`config.mk`:
```
export PLATFORM = sky130hd
export DESIGN_NAME = dpsc_ctrl
export DESIGN_NICKNAME = d
export VERILOG_FILES = /design/src/include/dpsc_pkg.sv /design/src/rtl/dpsc_sync.sv /design/src/rtl/dpsc_ctrl.sv
export SDC_FILE = /design/constraint.sdc
export NUM_CORES = 1
export LEC_CHECK = 0
export BUFFER_PORTS_ARGS = -buffer_cell sky130_fd_sc_hd__buf_4
export CAP_MARGIN = 10
export CORE_UTILIZATION = 50
export CTS_CLUSTER_DIAMETER = 30
export DETAILED_ROUTE_END_ITERATION = 8
export GPL_ROUTABILITY_DRIVEN = 0
export GPL_TIMING_DRIVEN = 1
export PLACE_DENSITY = 0.74
export SLEW_MARGIN = 15
export SYNTH_ARGS = -nofsm -noshare
export SYNTH_HDL_FRONTEND = slang
export SYNTH_SLANG_ARGS = --single-unit
```
`constraint.sdc`:
```
create_clock -name clk -period 2.74 [get_ports clk]
set_input_delay 0.274 -clock clk [delete_from_list [all_inputs] [get_ports clk]]
set_output_delay 0.274 -clock clk [all_outputs]
set_load 0.05 [all_outputs]
```
`src/include/dpsc_pkg.sv`:
```
/*
 * Shared constants of the host-side controller for one port of an
 * 8K x 16 two-port static memory: register map, field positions,
 * reset values, pin timing counts and the sequencer states.
 * Assumes a 20 MHz system clock and a 3-bit Avalon-MM word address.
 */
package dpsc_pkg;

  // ****************************************************************
  // memory geometry
  // ****************************************************************
  localparam int ADDR_W      = 13;
  localparam int DATA_W      = 16;
  localparam int LANE_W      = 8;
  localparam int FLAG_ADDR_W = 3;

  // ****************************************************************
  // register map (avalon word addresses)
  // ****************************************************************
  localparam int          AVS_ADDR_W = 3;
  localparam int          AVS_DATA_W = 32;
  localparam logic [2:0]  CTRL_OFS   = 3'h0;
  localparam logic [2:0]  ADDR_OFS   = 3'h1;
  localparam logic [2:0]  WDATA_OFS  = 3'h2;
  localparam logic [2:0]  RDATA_OFS  = 3'h3;
  localparam logic [2:0]  STAT_OFS   = 3'h4;
  localparam logic [2:0]  MASK_OFS   = 3'h5;

  // control register fields
  localparam int CTRL_GO_BIT    = 0;
  localparam int CTRL_READ_BIT  = 1;
  localparam int CTRL_UPPER_BIT = 2;
  localparam int CTRL_LOWER_BIT = 3;
  localparam int CTRL_FLAG_BIT  = 4;
  localparam int CTRL_MS_BIT    = 5;

  // status and mask register fields
  localparam int STAT_ACTIVE_BIT = 0;
  localparam int STAT_DONE_BIT   = 1;
  localparam int STAT_DEVINT_BIT = 2;
  localparam int STAT_BUSY_BIT   = 3;
  localparam int STAT_W          = 4;

  // reset values
  localparam logic [STAT_W-1:0] MASK_RST  = 4'h0;
  localparam logic              MS_RST    = 1'b1;
  localparam logic [15:0]       DATA_RST  = 16'h0000;
  localparam logic [12:0]       ADDR_RST  = 13'h0000;

  // ****************************************************************
  // pin timing
  // ****************************************************************
  localparam int CLK_PERIOD_NS = 50;
  localparam int T_SETUP_NS    = 20;
  localparam int T_ACCESS_NS   = 70;
  localparam int T_WPULSE_NS   = 70;
  localparam int SYNC_STAGES   = 2;
  localparam int CNT_W         = 8;

  // least time to whole cycles, never below one
  function automatic int ns_to_cyc(input int ns);
    int c;
    c = (ns + CLK_PERIOD_NS - 1) / CLK_PERIOD_NS;
    return (c < 1) ? 1 : c;
  endfunction

  localparam int SETUP_CYC  = ns_to_cyc(T_SETUP_NS);
  localparam int ACCESS_CYC = ns_to_cyc(T_ACCESS_NS);
  localparam int WPULSE_CYC = ns_to_cyc(T_WPULSE_NS);

  // ****************************************************************
  // sequencer states
  // ****************************************************************
  typedef enum logic [2:0] {
    ST_IDLE,
    ST_SETUP,
    ST_STROBE,
    ST_RECOVER
  } dpsc_state_t;

endpackage

```
`src/rtl/dpsc_sync.sv`:
```
/*
 * Two-flop synchroniser for a bundle of independent levels.
 * Assumes each bit is a slow level; multi-bit words must be held
 * stable by the far side while they are sampled.
 */
`timescale 1ns/1ps
module dpsc_sync #(
  parameter int WIDTH = 1,
  parameter logic [WIDTH-1:0] RST_VAL = '0
) (
  // clock and reset
  input  wire logic             clk,
  input  wire logic             reset,
  // levels
  input  wire logic [WIDTH-1:0] async_in,
  output logic      [WIDTH-1:0] sync_out
);

  logic [WIDTH-1:0] meta_reg;
  logic [WIDTH-1:0] meta_next;
  logic [WIDTH-1:0] stable_reg;
  logic [WIDTH-1:0] stable_next;

  always_comb begin
    meta_next   = async_in;
    stable_next = meta_reg;
  end

  always_ff @(posedge clk) begin
    if (reset) begin
      meta_reg   <= RST_VAL;
      stable_reg <= RST_VAL;
    end else begin
      meta_reg   <= meta_next;
      stable_reg <= stable_next;
    end
  end

  assign sync_out = stable_reg;

endmodule

```
`src/rtl/dpsc_ctrl.sv`:
```
/*
 * Host controller for one port of an 8K x 16 two-port static memory.
 * Software orders single word, byte, or semaphore-flag accesses over
 * an Avalon-MM slave; the controller sequences the port pins.
 * Assumes the data, busy and interrupt pins come from outside the
 * clock domain and that the other port is driven by its own host.
 */
`timescale 1ns/1ps
module dpsc_ctrl
  import dpsc_pkg::*;
(
  // clock and reset
  input  wire logic                  clk,
  input  wire logic                  reset,
  // avalon-mm slave
  input  wire logic [AVS_ADDR_W-1:0] avs_address,
  input  wire logic                  avs_read,
  input  wire logic                  avs_write,
  input  wire logic [AVS_DATA_W-1:0] avs_writedata,
  output logic      [AVS_DATA_W-1:0] avs_readdata,
  output logic                       avs_waitrequest,
  // interrupt
  output logic                       irq,
  // memory port controls
  output logic                       chip_en_n,
  output logic                       rw_n,
  output logic                       out_en_n,
  output logic                       upper_lane_sel_n,
  output logic                       lower_lane_sel_n,
  output logic                       flag_space_sel_n,
  output logic      [ADDR_W-1:0]     left_addr,
  output logic                       ms_sel,
  // memory port data
  input  wire logic [DATA_W-1:0]     left_dq_in,
  output logic      [DATA_W-1:0]     left_dq_out,
  output logic                       left_dq_oe,
  // memory port flags
  input  wire logic                  busy_n,
  input  wire logic                  int_flag_n
);

  // ****************************************************************
  // pin synchronisers
  // ****************************************************************
  logic [DATA_W-1:0] dq_sync;
  logic              busy_n_sync;
  logic              int_n_sync;

  dpsc_sync #(
    .WIDTH   (DATA_W),
    .RST_VAL ('0)
  ) u_sync_dq (
    .clk      (clk),
    .reset    (reset),
    .async_in (left_dq_in),
    .sync_out (dq_sync)
  );

  dpsc_sync #(
    .WIDTH   (2),
    .RST_VAL (2'h3)
  ) u_sync_flags (
    .clk      (clk),
    .reset    (reset),
    .async_in ({busy_n, int_flag_n}),
    .sync_out ({busy_n_sync, int_n_sync})
  );

  // ****************************************************************
  // state
  // ****************************************************************
  dpsc_state_t       state_reg,   state_next;
  logic [CNT_W-1:0]  cnt_reg,     cnt_next;
  logic              read_reg,    read_next;
  logic              upper_reg,   upper_next;
  logic              lower_reg,   lower_next;
  logic              flag_reg,    flag_next;
  logic              ms_reg,      ms_next;
  logic [ADDR_W-1:0] addr_reg,    addr_next;
  logic [DATA_W-1:0] wdata_reg,   wdata_next;
  logic [DATA_W-1:0] rdata_reg,   rdata_next;
  logic [STAT_W-1:0] sticky_reg,  sticky_next;
  logic [STAT_W-1:0] mask_reg,    mask_next;
  logic              int_prev_reg, int_prev_next;
  logic              irq_reg,     irq_next;
  logic              wait_reg,    wait_next;
  logic [31:0]       rd_reg,      rd_next;
  logic              ce_reg,      ce_next;
  logic              rw_reg,      rw_next;
  logic              oe_reg,      oe_next;
  logic              ub_reg,      ub_next;
  logic              lb_reg,      lb_next;
  logic              sem_reg,     sem_next;
  logic [ADDR_W-1:0] pa_reg,      pa_next;
  logic [DATA_W-1:0] dq_reg,      dq_next;
  logic              dqoe_reg,    dqoe_next;

  logic              acc_wr;
  logic              acc_rd;
  logic              idle;
  logic              go;
  logic [STAT_W-1:0] events;
  logic              dev_fall;

  // ****************************************************************
  // bus slave: one wait cycle, then the answer
  // ****************************************************************
  always_comb begin
    acc_wr    = avs_write & ~wait_reg;
    acc_rd    = avs_read & ~wait_reg;
    idle      = (state_reg == ST_IDLE);
    go        = acc_wr && avs_address == CTRL_OFS
                && avs_writedata[CTRL_GO_BIT] && idle;
    wait_next = ~((avs_read | avs_write) & wait_reg);
    rd_next   = rd_reg;
    if ((avs_read | avs_write) & wait_reg) begin
      case (avs_address)
        CTRL_OFS:  rd_next = {26'h0, ms_reg, flag_reg, lower_reg,
                              upper_reg, read_reg, ~idle};
        ADDR_OFS:  rd_next = {19'h0, addr_reg};
        WDATA_OFS: rd_next = {16'h0, wdata_reg};
        RDATA_OFS: rd_next = {16'h0, rdata_reg};
        STAT_OFS:  rd_next = {28'h0, sticky_reg[3:1], ~idle};
        MASK_OFS:  rd_next = {28'h0, mask_reg};
        default:   rd_next = 32'h0000_0000;
      endcase
    end
  end

  // ****************************************************************
  // software settings
  // ****************************************************************
  always_comb begin
    read_next  = read_reg;
    upper_next = upper_reg;
    lower_next = lower_reg;
    flag_next  = flag_reg;
    ms_next    = ms_reg;
    addr_next  = addr_reg;
    wdata_next = wdata_reg;
    mask_next  = mask_reg;
    if (acc_wr && idle) begin
      case (avs_address)
        CTRL_OFS: begin
          read_next  = avs_writedata[CTRL_READ_BIT];
          upper_next = avs_writedata[CTRL_UPPER_BIT];
          lower_next = avs_writedata[CTRL_LOWER_BIT];
          flag_next  = avs_writedata[CTRL_FLAG_BIT];
          ms_next    = avs_writedata[CTRL_MS_BIT];
        end
        ADDR_OFS:  addr_next  = avs_writedata[ADDR_W-1:0];
        WDATA_OFS: wdata_next = avs_writedata[DATA_W-1:0];
        default:   ;
      endcase
    end
    if (acc_wr && avs_address == MASK_OFS) begin
      mask_next = avs_writedata[STAT_W-1:0];
    end
  end

  // ****************************************************************
  // pin sequencer
  // ****************************************************************
  always_comb begin
    state_next = state_reg;
    cnt_next   = cnt_reg;
    rdata_next = rdata_reg;
    ce_next    = ce_reg;
    rw_next    = rw_reg;
    oe_next    = oe_reg;
    ub_next    = ub_reg;
    lb_next    = lb_reg;
    sem_next   = sem_reg;
    pa_next    = pa_reg;
    dq_next    = dq_reg;
    dqoe_next  = dqoe_reg;
    events     = '0;
    case (state_reg)
      ST_IDLE: begin
        if (go) begin
          // settings written in the same cycle take effect here
          pa_next   = addr_reg;
          dq_next   = wdata_reg;
          rw_next   = 1'b1;
          oe_next   = ~avs_writedata[CTRL_READ_BIT];
          dqoe_next = 1'b0;
          if (avs_writedata[CTRL_FLAG_BIT]) begin
            // flag space: enable and lanes stay high
            sem_next = 1'b0;
            ce_next  = 1'b1;
            ub_next  = 1'b1;
            lb_next  = 1'b1;
          end else begin
            sem_next = 1'b1;
            ce_next  = 1'b0;
            ub_next  = ~avs_writedata[CTRL_UPPER_BIT];
            lb_next  = ~avs_writedata[CTRL_LOWER_BIT];
          end
          cnt_next   = CNT_W'(SETUP_CYC);
          state_next = ST_SETUP;
        end
      end
      ST_SETUP: begin
        if (cnt_reg > CNT_W'(1)) begin
          cnt_next = cnt_reg - CNT_W'(1);
        end else if (read_reg) begin
          // data must also cross the synchroniser
          cnt_next   = CNT_W'(ACCESS_CYC + SYNC_STAGES);
          state_next = ST_STROBE;
        end else begin
          rw_next    = 1'b0;
          dqoe_next  = 1'b1;
          cnt_next   = CNT_W'(WPULSE_CYC);
          state_next = ST_STROBE;
        end
      end
      ST_STROBE: begin
        if (!busy_n_sync) begin
          // arbitration lost: hold the access until released
          events[STAT_BUSY_BIT] = 1'b1;
          if (cnt_reg < CNT_W'(2)) begin
            cnt_next = CNT_W'(2);
          end
        end else if (cnt_reg > CNT_W'(1)) begin
          cnt_next = cnt_reg - CNT_W'(1);
        end else begin
          if (read_reg) begin
            rdata_next = dq_sync;
          end
          rw_next    = 1'b1;
          state_next = ST_RECOVER;
        end
      end
      ST_RECOVER: begin
        // data is held one cycle past the rising write strobe
        ce_next   = 1'b1;
        sem_next  = 1'b1;
        oe_next   = 1'b1;
        ub_next   = 1'b1;
        lb_next   = 1'b1;
        dqoe_next = 1'b0;
        events[STAT_DONE_BIT] = 1'b1;
        state_next = ST_IDLE;
      end
      default: begin
        state_next = ST_IDLE;
      end
    endcase
  end

  // ****************************************************************
  // sticky status and interrupt
  // ****************************************************************
  always_comb begin
    int_prev_next = int_n_sync;
    dev_fall      = int_prev_reg & ~int_n_sync;
    sticky_next   = sticky_reg;
    if (acc_rd && avs_address == STAT_OFS) begin
      // clear only the bits that the answered read reported
      sticky_next = sticky_reg & ~{rd_reg[STAT_W-1:1], 1'b0};
    end
    // a new event wins over the clearing read
    sticky_next = sticky_next | events;
    sticky_next[STAT_DEVINT_BIT] = sticky_next[STAT_DEVINT_BIT] | dev_fall;
    irq_next    = |(sticky_next & mask_next);
  end

  // ****************************************************************
  // registers
  // ****************************************************************
  always_ff @(posedge clk) begin
    if (reset) begin
      state_reg    <= ST_IDLE;
      cnt_reg      <= '0;
      read_reg     <= 1'b0;
      upper_reg    <= 1'b0;
      lower_reg    <= 1'b0;
      flag_reg     <= 1'b0;
      ms_reg       <= MS_RST;
      addr_reg     <= ADDR_RST;
      wdata_reg    <= DATA_RST;
      rdata_reg    <= DATA_RST;
      sticky_reg   <= '0;
      mask_reg     <= MASK_RST;
      int_prev_reg <= 1'b1;
      irq_reg      <= 1'b0;
      wait_reg     <= 1'b1;
      rd_reg       <= 32'h0000_0000;
      ce_reg       <= 1'b1;
      rw_reg       <= 1'b1;
      oe_reg       <= 1'b1;
      ub_reg       <= 1'b1;
      lb_reg       <= 1'b1;
      sem_reg      <= 1'b1;
      pa_reg       <= ADDR_RST;
      dq_reg       <= DATA_RST;
      dqoe_reg     <= 1'b0;
    end else begin
      state_reg    <= state_next;
      cnt_reg      <= cnt_next;
      read_reg     <= read_next;
      upper_reg    <= upper_next;
      lower_reg    <= lower_next;
      flag_reg     <= flag_next;
      ms_reg       <= ms_next;
      addr_reg     <= addr_next;
      wdata_reg    <= wdata_next;
      rdata_reg    <= rdata_next;
      sticky_reg   <= sticky_next;
      mask_reg     <= mask_next;
      int_prev_reg <= int_prev_next;
      irq_reg      <= irq_next;
      wait_reg     <= wait_next;
      rd_reg       <= rd_next;
      ce_reg       <= ce_next;
      rw_reg       <= rw_next;
      oe_reg       <= oe_next;
      ub_reg       <= ub_next;
      lb_reg       <= lb_next;
      sem_reg      <= sem_next;
      pa_reg       <= pa_next;
      dq_reg       <= dq_next;
      dqoe_reg     <= dqoe_next;
    end
  end

  // ****************************************************************
  // outputs
  // ****************************************************************
  assign avs_readdata     = rd_reg;
  assign avs_waitrequest  = wait_reg;
  assign irq              = irq_reg;
  assign chip_en_n        = ce_reg;
  assign rw_n             = rw_reg;
  assign out_en_n         = oe_reg;
  assign upper_lane_sel_n = ub_reg;
  assign lower_lane_sel_n = lb_reg;
  assign flag_space_sel_n = sem_reg;
  assign left_addr        = pa_reg;
  assign ms_sel           = ms_reg;
  assign left_dq_out      = dq_reg;
  assign left_dq_oe       = dqoe_reg;

endmodule

```
Yosys cells after proc, flatten, opt, wreduce, memory -nomap -nowiden
Index checks and enable logic that the tools add are counted.
{ "totals": {"regBits": 176, "input_bits": 57, "output_inout_bits": 71} }
{ "op_classes": {"n_addsub": 1, "order_cmp": 2, "eq_ne": 15, "mux": 42, "bitwise_logic": 18, "n_reduce_logical": 22} }
{ "ops": {"columns": ["cell", "count"], "rows": [
  ["16-bit case mux with 6 select lines", 1],
  ["8-bit two-way mux", 5],
  ["8-bit case mux with 3 select lines", 1],
  ["1-bit two-way mux", 20],
  ["4-bit AND reduction", 4],
  ["3-bit two-way mux", 5],
  ["3-bit by 2-bit == test with 1-bit output, second input constant", 4],
  ["1-bit case mux with 2 select lines", 5],
  ["2-bit AND reduction", 5],
  ["3-bit case mux with 3 select lines", 1],
  ["4-bit bitwise AND", 2],
  ["8-bit by 1-bit > comparator with 1-bit output, second input constant", 1],
  ["8-bit by 2-bit less-than comparator with 1-bit output, second input constant", 1],
  ["4-bit two-way mux", 2],
  ["1-bit NOT", 8],
  ["8-bit by 1-bit subtractor with 8-bit output, second input constant", 1],
  ["3-bit by 1-bit == test with 1-bit output, second input constant", 2],
  ["3-bit == test, second input constant", 2],
  ["1-bit logical AND", 6],
  ["3-bit zero test", 2],
  ["2-bit != test, second input constant", 3],
  ["1-bit case mux with 3 select lines", 2],
  ["6-bit AND reduction", 1],
  ["3-bit nonzero test", 2],
  ["9 further kinds", 14]
]} }

Longest topological paths before layout
Gate-level depths: netlist of the first run.
{ "logic_depth": {"word_depth": 8, "depth_mapped": 8, "depth_no_buf": 7} }

Hierarchy
From an unflattened synthesis of the first run, not the netlist that was laid out.
{ "hier_totals": {"cells_unflattened": 680, "hier_area_um2": 6264.8} }
{ "modules_own_cells": {"columns": ["module", "instances", "cells_each", "area_each_um2", "seq_area_each_um2"], "rows": [
  ["dpsc_ctrl", 1, 605, 5296.3, 2442.3],
  ["dpsc_sync at u_sync_dq", 1, 67, 863.3, 640.6],
  ["dpsc_sync at u_sync_flags", 1, 8, 105.1, 80.1]
]} }

Least setup slack after synthesis of the first run
OpenSTA, ideal clock, no wires.
{ "synth_path": {"kind": "flip-flop to flip-flop", "from": "register cnt_reg[4]", "to": "register rw_reg, in the netlist rw_n", "t_arrival_ns": 2.159, "required_ns": 2.613, "path_slack_ns": 0.454, "stages_incl_launch_ff": 6, "cell_sequence": "dfxtp_1 -> or4_4 -> o31a_1 -> a2111o_1 -> o31a_1 -> or3_1"} }
{ "synth_via": {"elab_chain_len": 3} }
{ "synth_lines": {"columns": ["element", "line_no", "rtl"], "rows": [
  ["from (decl)", "dpsc_ctrl.sv:73", "logic [CNT_W-1:0] cnt_reg, cnt_next;"],
  ["from (signal assigned)", "dpsc_ctrl.sv:300", "cnt_reg <= cnt_next;"],
  ["8-bit by 1-bit > comparator with 1-bit output (*)", "dpsc_ctrl.sv:204, dpsc_ctrl.sv:224", null],
  ["2-bit != test (no line)", null, null],
  ["6-bit AND reduction (no line) (*)", null, null],
  ["to (signal assigned)", "dpsc_ctrl.sv:316", "rw_reg <= rw_next;"],
  ["to (decl)", "dpsc_ctrl.sv:89", "logic rw_reg, rw_next;"]
]} }
Every way passes the cells marked *; elsewhere a longest branch is shown, timed or not.
A chain may end at the register's enable or synchronous reset.

Worst setup path after layout of the first run
{ "layout_path": {"from": "register cnt_reg[4]", "to": "register cnt_reg[7]"} }
{ "layout_via": {"elab_chain_len": 4} }
{ "layout_lines": {"columns": ["element", "line_no", "rtl"], "rows": [
  ["8-bit by 1-bit subtractor with 8-bit output", "dpsc_ctrl.sv:205, dpsc_ctrl.sv:225", null],
  ["8-bit two-way mux", "dpsc_ctrl.sv:224", "end else if (cnt_reg > CNT_W'(1)) begin"],
  ["8-bit two-way mux", "dpsc_ctrl.sv:218", "if (!busy_n_sync) begin"],
  ["8-bit case mux with 3 select lines", "dpsc_ctrl.sv:178", "case (state_reg)"]
]} }
Parallel ways exist; a longest one is shown, timed or not. The select of a mux whose other input is x is not followed.

==> results.toml, run 1 <==
[routing]
drtAntennaViolNets = 0
via_per_inst = 5.26
drtIter0Drc = 410
routed_wl_um = 13800
drt-wirelength-per-cell_um = 14.4
drc = 0
num_vias = 5053
dr.pass1.iters = 5

[clocking]
clock_sinks = 158
cts_max_path_buffers = 2
cts_tree = "done"
cts_made_buffers = 17
path_clk_slew_ns = 0.06
cts-resized-gates = 0
post_cts_buffers = 0
postCtsHoldBufs = 0
clkLatencyLatePin_ns = 0.41
cts_root_buffer = "clkbuf_16"
htree_levels = 4

[floorplanning]
rows = 40
die_h_um = 114
die_area_um2 = 12900
core_area_um2 = 12100
ios = 128
start_util = 0.515
fp.dieW_um = 114

[power]
ir_worst_vdd_mv = 0.443
power_uw = 5500
power.density_nw_per_um2 = 719
p_leak_uw = 0.00315

[critical_path]
critPathRequiredTime_ns = 3.01
r2r-end = "cnt_reg[7]"
crit_fanout = 10
r2r_slack_ns = 0.27
path_class = "reg -> reg"
setup.worst_path.end = "cnt_reg[7]"
worstSetupStartpoint = "cnt_reg[4]"
critPathCaptureType = "register"
ff2ff_path_depth = 5
worstReg2RegStart = "cnt_reg[4]"
critPathArrivalTime_ns = 2.75
startpoint_type = "register"

[sta]
fin_worst_skew_ns = 0.00676
finalCritPeriodShare = 0.902
tightest_slew_ns = 0.868
finalSetupViolations = 0
setup_tns_ns = 0
final-hold-violation-count = 0
max_freq_mhz = 405
hold_slack_ns = 0.0404
slew_headroom = 0.419
slew_violations = 0
fin_crit_ns = 2.47
rsz0062_at_grt = "false"

[finish]
antennaDiodeCount = 0
postLayoutCellArea_um2 = 7640
final_cell_mix = "158 x dfxtp_1, 121 x nand2_1, 103 x buf_4, 75 x a21oi_1, 57 x nor2_1"
drive_above_1_share = 0.205
final_nets = 842
area_growth_pct = 22.5
layout_commonest_cell = "dfxtp_1"

[grt]
grt_pass1_vias = 4584
grt_usage = 0.219
grt_max_degree = 109
grt_pass1_wl_um = 22300
grt_antenna_before_repair = 0
grt_overflow = 0

[logic_synthesis]
synth_edf_count = 0
ys_seq_elements = 158
ys_async_sr_fraction = 0
yosysTopAreaCellShare = 0.507
syn_avg_cell_area_um2 = 8.89
synthDistinctLibCells = 55
synthFlopType = "dfxtp_1"
ys_warn_count = 0
ys_seq_area_frac = 0.507
synth_area_leaders = "dfxtp_1 51%, nand2_1 7.3%, a21oi_1 6.0%"
synth_area_um2 = 6240
synth_top_area_cell = "dfxtp_1"
synthesis.instances = 702

[job]
drv_cap = 0

[placed_design]
postPlaceCellArea_um2 = 7020
dp_hpwl_um = 9600
io_buffers = 95

[min_path]
hold_path.class = "in -> reg"

[outcome]
run_status = "finished, final reports clean"
-- worst min path at each step --
stage,start,endpoint,cells past startpoint
2_1_floorplan,int_flag_n,u_sync_flags.meta_reg[0],1
3_3_place_gp,u_sync_flags.meta_reg[1],u_sync_flags.sync_out[1],1
3_5_place_dp,u_sync_flags.meta_reg[1],u_sync_flags.sync_out[1],1
4_1_cts,busy_n,u_sync_flags.meta_reg[1],2
5_1_grt,busy_n,u_sync_flags.meta_reg[1],2
6_report,busy_n,u_sync_flags.meta_reg[1],2
-- metal layers --
metal,GRT usage,wire (um)
met1,0.291,6250
met2,0.339,6340
met3,0.0595,994
met4,0.0833,255
met5,0,0
-- synthesized netlist by cell type, types with 6 or more instances --
| cell | instances |
|---|---|
| nor2_1 | 57 |
| a21oi_1 | 75 |
| nand3_1 | 24 |
| ha_1 | 6 |
| mux2i_1 | 29 |
| nor2b_1 | 38 |
| a22oi_1 | 15 |
| or2_2 | 7 |
| mux2_2 | 11 |
| dfxtp_1 | 158 |
| nor3_1 | 15 |
| clkbuf_1 | 40 |
| a22o_1 | 7 |
| inv_1 | 10 |
| buf_4 | 17 |
| nand2_1 | 121 |
| nand2b_1 | 6 |
-- worst max-delay path, stage by stage (launching register included) --
cell	delay (ns)
dfxtp_1	0.35
or4_4	0.59
or4_4	0.51
a311o_1	0.52
a22oi_1	0.25
a21oi_1	0.11
-- through the flow --
stage	setup WS, ns	instances	util
6_report	0.269	960	0.631
3_3_place_gp	0.373	928	0.580
3_5_place_dp	0.308	928	0.580
5_1_grt	0.180	960	0.631
4_1_cts	0.306	960	0.631
2_1_floorplan	0.454	717	-
-- cells by family after synthesis --
logic type	count (synthesis)	synth area share
simple gates	288	0.214
flops	158	0.507
compound gates	135	0.137
buf+inv	72	0.0563
mux	42	0.0736
fa+ha+maj	6	0.0120
other cells	1	0.000601
-- cell type report --
type,instances,area (um2)
Sequential cell,158,3160
Timing Repair Buffer,105,813
Multi-Input combinational cell,487,2800
Fill cell,1006,4470
Clock inverter,14,183
Inverter,10,37.5
Tap cell,168,210
Clock buffer,18,439
-- power breakdown --
part / total (uW) / leakage, uW / internal (uW) / switching, uW
clock network: 2430 / 0.000299 / 1470 / 952
logic: 672 / 0.00157 / 232 / 440
registers: 2400 / 0.00128 / 2360 / 38.3
No activity file was read; power rests on OpenSTA's default activity.
==> run 2: changes to the inputs <==
--- a/config.mk
+++ b/config.mk
@@ -5,14 +5,16 @@
 export SDC_FILE = /design/constraint.sdc
 export NUM_CORES = 1
 export LEC_CHECK = 0
+export ABC_CLOCK_PERIOD_IN_PS = 2740
 export BUFFER_PORTS_ARGS = -buffer_cell sky130_fd_sc_hd__buf_4
 export CAP_MARGIN = 10
-export CORE_UTILIZATION = 50
+export CORE_ASPECT_RATIO = 0.75
+export CORE_UTILIZATION = 54
 export CTS_CLUSTER_DIAMETER = 30
 export DETAILED_ROUTE_END_ITERATION = 8
 export GPL_ROUTABILITY_DRIVEN = 0
 export GPL_TIMING_DRIVEN = 1
-export PLACE_DENSITY = 0.74
+export PLACE_DENSITY = 0.79
 export SLEW_MARGIN = 15
 export SYNTH_ARGS = -nofsm -noshare
 export SYNTH_HDL_FRONTEND = slang
==> run 2 against run 1 <==
Net effect: core utilization up 5.8 points; hold slack worse by 0.0028 ns; non-clock buffer count up 3; maximum frequency up 0.68%; routed wire length up 8.8%; via count up 6.1%; clock skew up 0.00083 ns; clock power up 9.5%.
==> results.toml, run 2 (same netlist as run 1, synthesis figures left out) <==
[placed_design]
io_buffers = 95
dp_hpwl_um = 10100

[critical_path]
path_cells = "inv_1, ha_1, nor2_1, o31ai_1, a21boi_1, o311ai_0, a31oi_1"
critPathArrivalTime_ns = 2.79
critPathBufInv = 1
critPathRequiredTime_ns = 3.08
slowest_delay_ns = 0.63
critPathSlowestCell = "a21boi_1"
startpoint_type = "register"
path_class = "reg -> reg"
crit_fanout = 11
path_delay_family = "compound AO/OA/AOI/OAI gates"
critPathCaptureType = "register"

[floorplanning]
rows = 33
die_area_um2 = 12000
core_area_um2 = 11100
start_util = 0.562
die_h_um = 95.1
fp.dieW_um = 126
ios = 128

[sta]
fin_crit_ns = 2.45
final-hold-violation-count = 0
setup_tns_ns = 0
slew_violations = 0
hold_slack_ns = 0.0376
slew_headroom = 0.319
tightest_slew_ns = 1.02
fin_worst_skew_ns = 0.00759
finalCritPeriodShare = 0.896
max_freq_mhz = 407
rsz0062_at_grt = "false"
finalSetupViolations = 0

[job]
drv_cap = 0

[routing]
drt-met1-wl_um = 6570
maxUsedRoutingLayer = "met4"
wl_met3_um = 1300
wl_met2_um = 6880
drc = 0
drt-wirelength-per-cell_um = 16.1
drtAntennaViolNets = 0
dr.pass1.iters = 5
via_per_inst = 5.73
drtIter0Drc = 434
num_vias = 5359
routed_wl_um = 15100

[clocking]
htree_levels = 4
path_clk_slew_ns = 0.06
clkLatencyLatePin_ns = 0.42
cts_tree = "done"
post_cts_buffers = 0
cts_root_buffer = "clkbuf_16"
cts_made_buffers = 17
cts_max_path_buffers = 2
clock_sinks = 158

[grt]
grt_max_degree = 106
grt_usage = 0.258
grt_antenna_before_repair = 0
grt_pass1_wl_um = 24000
grt_pass1_vias = 4974
grt_overflow = 0

[power]
ir_worst_vdd_mv = 0.499
power.density_nw_per_um2 = 750
p_leak_uw = 0.00318
power_uw = 5750

[finish]
drive_above_1_share = 0.205
layout_commonest_cell = "dfxtp_1"
antennaDiodeCount = 0
fill_cells = 831
final_cell_mix = "158 x dfxtp_1, 121 x nand2_1, 108 x buf_4, 75 x a21oi_1, 57 x nor2_1"
final_nets = 845
area_growth_pct = 22.7
final_core_util = 0.689

[min_path]
hold_path.class = "in -> reg"

[outcome]
run_status = "finished, final reports clean"
[run 2: area by class of cell]
class | count | area, um2 | area share
Sequential cell | 158 | 3160 | 0.413
Multi-Input combinational cell | 487 | 2800 | 0.365
Timing Repair Buffer | 108 | 811 | 0.106
Clock buffer | 21 | 460 | 0.0601
Clock inverter | 11 | 211 | 0.0276
Tap cell | 140 | 175 | 0.0229
Inverter | 10 | 37.5 | 0.00490
[run 2: per-layer routing]
metal | GRT usage | up-vias
met3 | 0.0567 | 38
met2 | 0.412 | 284
met1 | 0.335 | 2512
met5 | 0 | -
li1 | - | 2525
met4 | 0.124 | 0
[run 2: path summary, 6_finish.rpt]
kind / from / end / slack (ns) / cells past startpoint
setup / recovery: cnt_reg[0] / cnt_reg[3] / 0.29 / 7
hold / removal: busy_n / u_sync_flags.meta_reg[1] / 0.04 / 2
setup reg to reg: cnt_reg[0] / cnt_reg[3] / 0.29 / 7
hold reg to reg: u_sync_flags.meta_reg[1] / u_sync_flags.sync_out[1] / 0.41 / 1
[run 2: repair_timing]
item                                    in CTS  in global routing
endpoints found under the hold margin        0                  0
endpoints found under the setup margin       0                  3
resized for setup                            0                  1
hold buffers                                 0                  0
[run 2: through the flow]
stage               cells  worst slack (ns)  cell area [um2]
global route          935             0.173             7660
CTS                   935            0.0164             7660
global placement      903             0.259             6980
detailed placement    903            0.0875             6980
floorplan             717             0.454             6300
finish                935             0.286             7660
[run 2: report_power, final]
group,total (uW),switching (uW),internal (uW)
clock,2660,903,1750
sequential,2400,40.0,2360
combinational,688,456,233
==> run 3: changes to the inputs <==
--- a/config.mk
+++ b/config.mk
@@ -9,6 +9,7 @@
 export BUFFER_PORTS_ARGS = -buffer_cell sky130_fd_sc_hd__buf_4
 export CAP_MARGIN = 10
 export CORE_ASPECT_RATIO = 0.75
+export CORE_MARGIN = 2
 export CORE_UTILIZATION = 54
 export CTS_CLUSTER_DIAMETER = 30
 export DETAILED_ROUTE_END_ITERATION = 8
==> run 3 against run 2 <==
Net effect: first-iteration DRC count increased by 6.0%; non-clock buffer count decreased by 2; register-to-register slack got worse by 0.08 ns; combinational power decreased by 1%; hold slack got worse by 0.00054 ns; count of clock-buffer cells in the layout increased by 1; critical endpoint is now cnt_reg[5]; sequential share of layout area increased by 0.30 points; clock skew decreased by 0.0013 ns; maximum frequency decreased by 3.1%; routed wire length decreased by 0.35%; critical path type unchanged.
==> results.toml, run 3 (same netlist as run 1, synthesis figures left out) <==
[outcome]
run_status = "finished, final reports clean"

[routing]
via_per_inst = 5.60
drc = 0
drtAntennaViolNets = 0
drt-wirelength-per-cell_um = 16.1
routed_wl_um = 15000
drtIter0Drc = 460
dr.pass1.iters = 5
num_vias = 5207

[finish]
antennaDiodeCount = 0
area_growth_pct = 21.8
fill_cells = 843
final_cell_mix = "158 x dfxtp_1, 121 x nand2_1, 105 x buf_4, 75 x a21oi_1, 57 x nor2_1"
layout_commonest_cell = "dfxtp_1"
drive_above_1_share = 0.201
multi_input_area_um2 = 2800
register_area_um2 = 3160
final_nets = 843

[critical_path]
r2r-end = "cnt_reg[5]"
worstSetupStartpoint = "cnt_reg[4]"
critPathCaptureType = "register"
slowest_delay_ns = 0.59
r2r_slack_ns = 0.21
cpMostUsedCell = "or4_4"
critPathRequiredTime_ns = 3.00
setup.worst_path.end = "cnt_reg[5]"
critPathSlowestCell = "or4_4"
path_class = "reg -> reg"
ff2ff_path_depth = 5
startpoint_type = "register"
critPathArrivalTime_ns = 2.79
worstReg2RegStart = "cnt_reg[4]"
crit_fanout = 10
path_cells = "or4_4, or4_4, a311o_1, a22oi_1, a21oi_1"

[sta]
finalCritPeriodShare = 0.924
setup_tns_ns = 0
finalSetupViolations = 0
slew_violations = 0
fin_ws_ns = 0.208
slew_headroom = 0.392
tightest_slew_ns = 0.909
fin_worst_skew_ns = 0.00632
fin_crit_ns = 2.53
rsz0062_at_grt = "false"
final-hold-violation-count = 0
max_freq_mhz = 395

[placed_design]
dp_hpwl_um = 10200
io_buffers = 95
pre_cts_slack_ns = 0.161

[power]
p_leak_uw = 0.00316
ir_worst_vdd_mv = 0.632
power.density_nw_per_um2 = 729

[clocking]
clkLatencyLatePin_ns = 0.42
cts_made_buffers = 17
cts_tree = "done"
cts_max_path_buffers = 2
htree_levels = 4
cts_root_buffer = "clkbuf_16"
path_clk_slew_ns = 0.06
clock_sinks = 158

[floorplanning]
die_area_um2 = 12400
ios = 128
fp.dieW_um = 128
start_util = 0.562
core_area_um2 = 11100
rows = 33
die_h_um = 97.1

[grt]
grt_pass1_vias = 4869
grt_max_degree = 99
grt_pass1_wl_um = 23800
grt_usage = 0.243
grt_overflow = 0
grt_antenna_before_repair = 0

[min_path]
min_from = "busy_n"
hold_path.class = "in -> reg"

[job]
drv_cap = 0
## run 3: cell count changes in the layout (fill, tap and decap cells not counted)
cell	before	now
buf_4	108	105
bufinv_16	6	4
clkbuf_8	2	4
buf_12	0	1
clkbuf_1	2	1
clkinv_4	1	0
clkinvlp_4	1	0
## run 3: worst min path at each step
stage	endpoint	cells past startpoint
floorplan	u_sync_flags.meta_reg[0]	1
global placement	u_sync_flags.sync_out[1]	1
detailed placement	u_sync_flags.sync_out[1]	1
CTS	u_sync_flags.meta_reg[1]	2
global route	u_sync_flags.meta_reg[1]	2
finish	u_sync_flags.meta_reg[1]	2
## run 3: report_power, final
part           internal [uW]  switching [uW]
sequential              2360            40.9
combinational            232             449
clock                   1600             860
## run 3: per-layer routing
layer,global-route usage,routed length [um],vias to the layer above
li1,-,-,2508
met1,0.323,6700,2417
met2,0.377,6820,253
met3,0.0776,1240,29
met4,0.0795,242,0
met5,0,0,-
## run 3: layout make-up
| type | count | share of cell area |
|---|---|---|
| tap | 140 | 0.0230 |
| inverter | 10 | 0.00494 |
| clock inverter | 7 | 0.0178 |
| multi-input combinational | 487 | 0.368 |
| sequential | 158 | 0.416 |
| timing repair buffer | 106 | 0.106 |
| clock buffer | 22 | 0.0637 |
## run 3: stage by stage
step | total power, uW | hold slack, ns | utilization | area [um2] | cells
after floorplan | 2950 | 0.378 | - | 6300 | 717
after global placement | 3090 | 0.392 | 0.629 | 6980 | 901
after detailed placement | 3110 | 0.394 | 0.629 | 6980 | 901
after CTS | 5560 | 0.0273 | 0.684 | 7600 | 930
after global routing | 5720 | 0.0170 | 0.684 | 7600 | 930
final | 5540 | 0.0371 | 0.684 | 7600 | 930
## run 3: timing repair
action                                  in CTS  in global routing
setup buffers                                0                  0
gates resized for setup                      0                  1
hold buffers                                 0                  0
endpoints found under the setup margin       0                  5
## run 3: critical path: cells and delay by family, from the launching register on
kind	cells	cell delay, ns
AOI/OAI and AO/OA	3	0.93
DFF	1	0.35
and+or+nand+nor	2	1.10
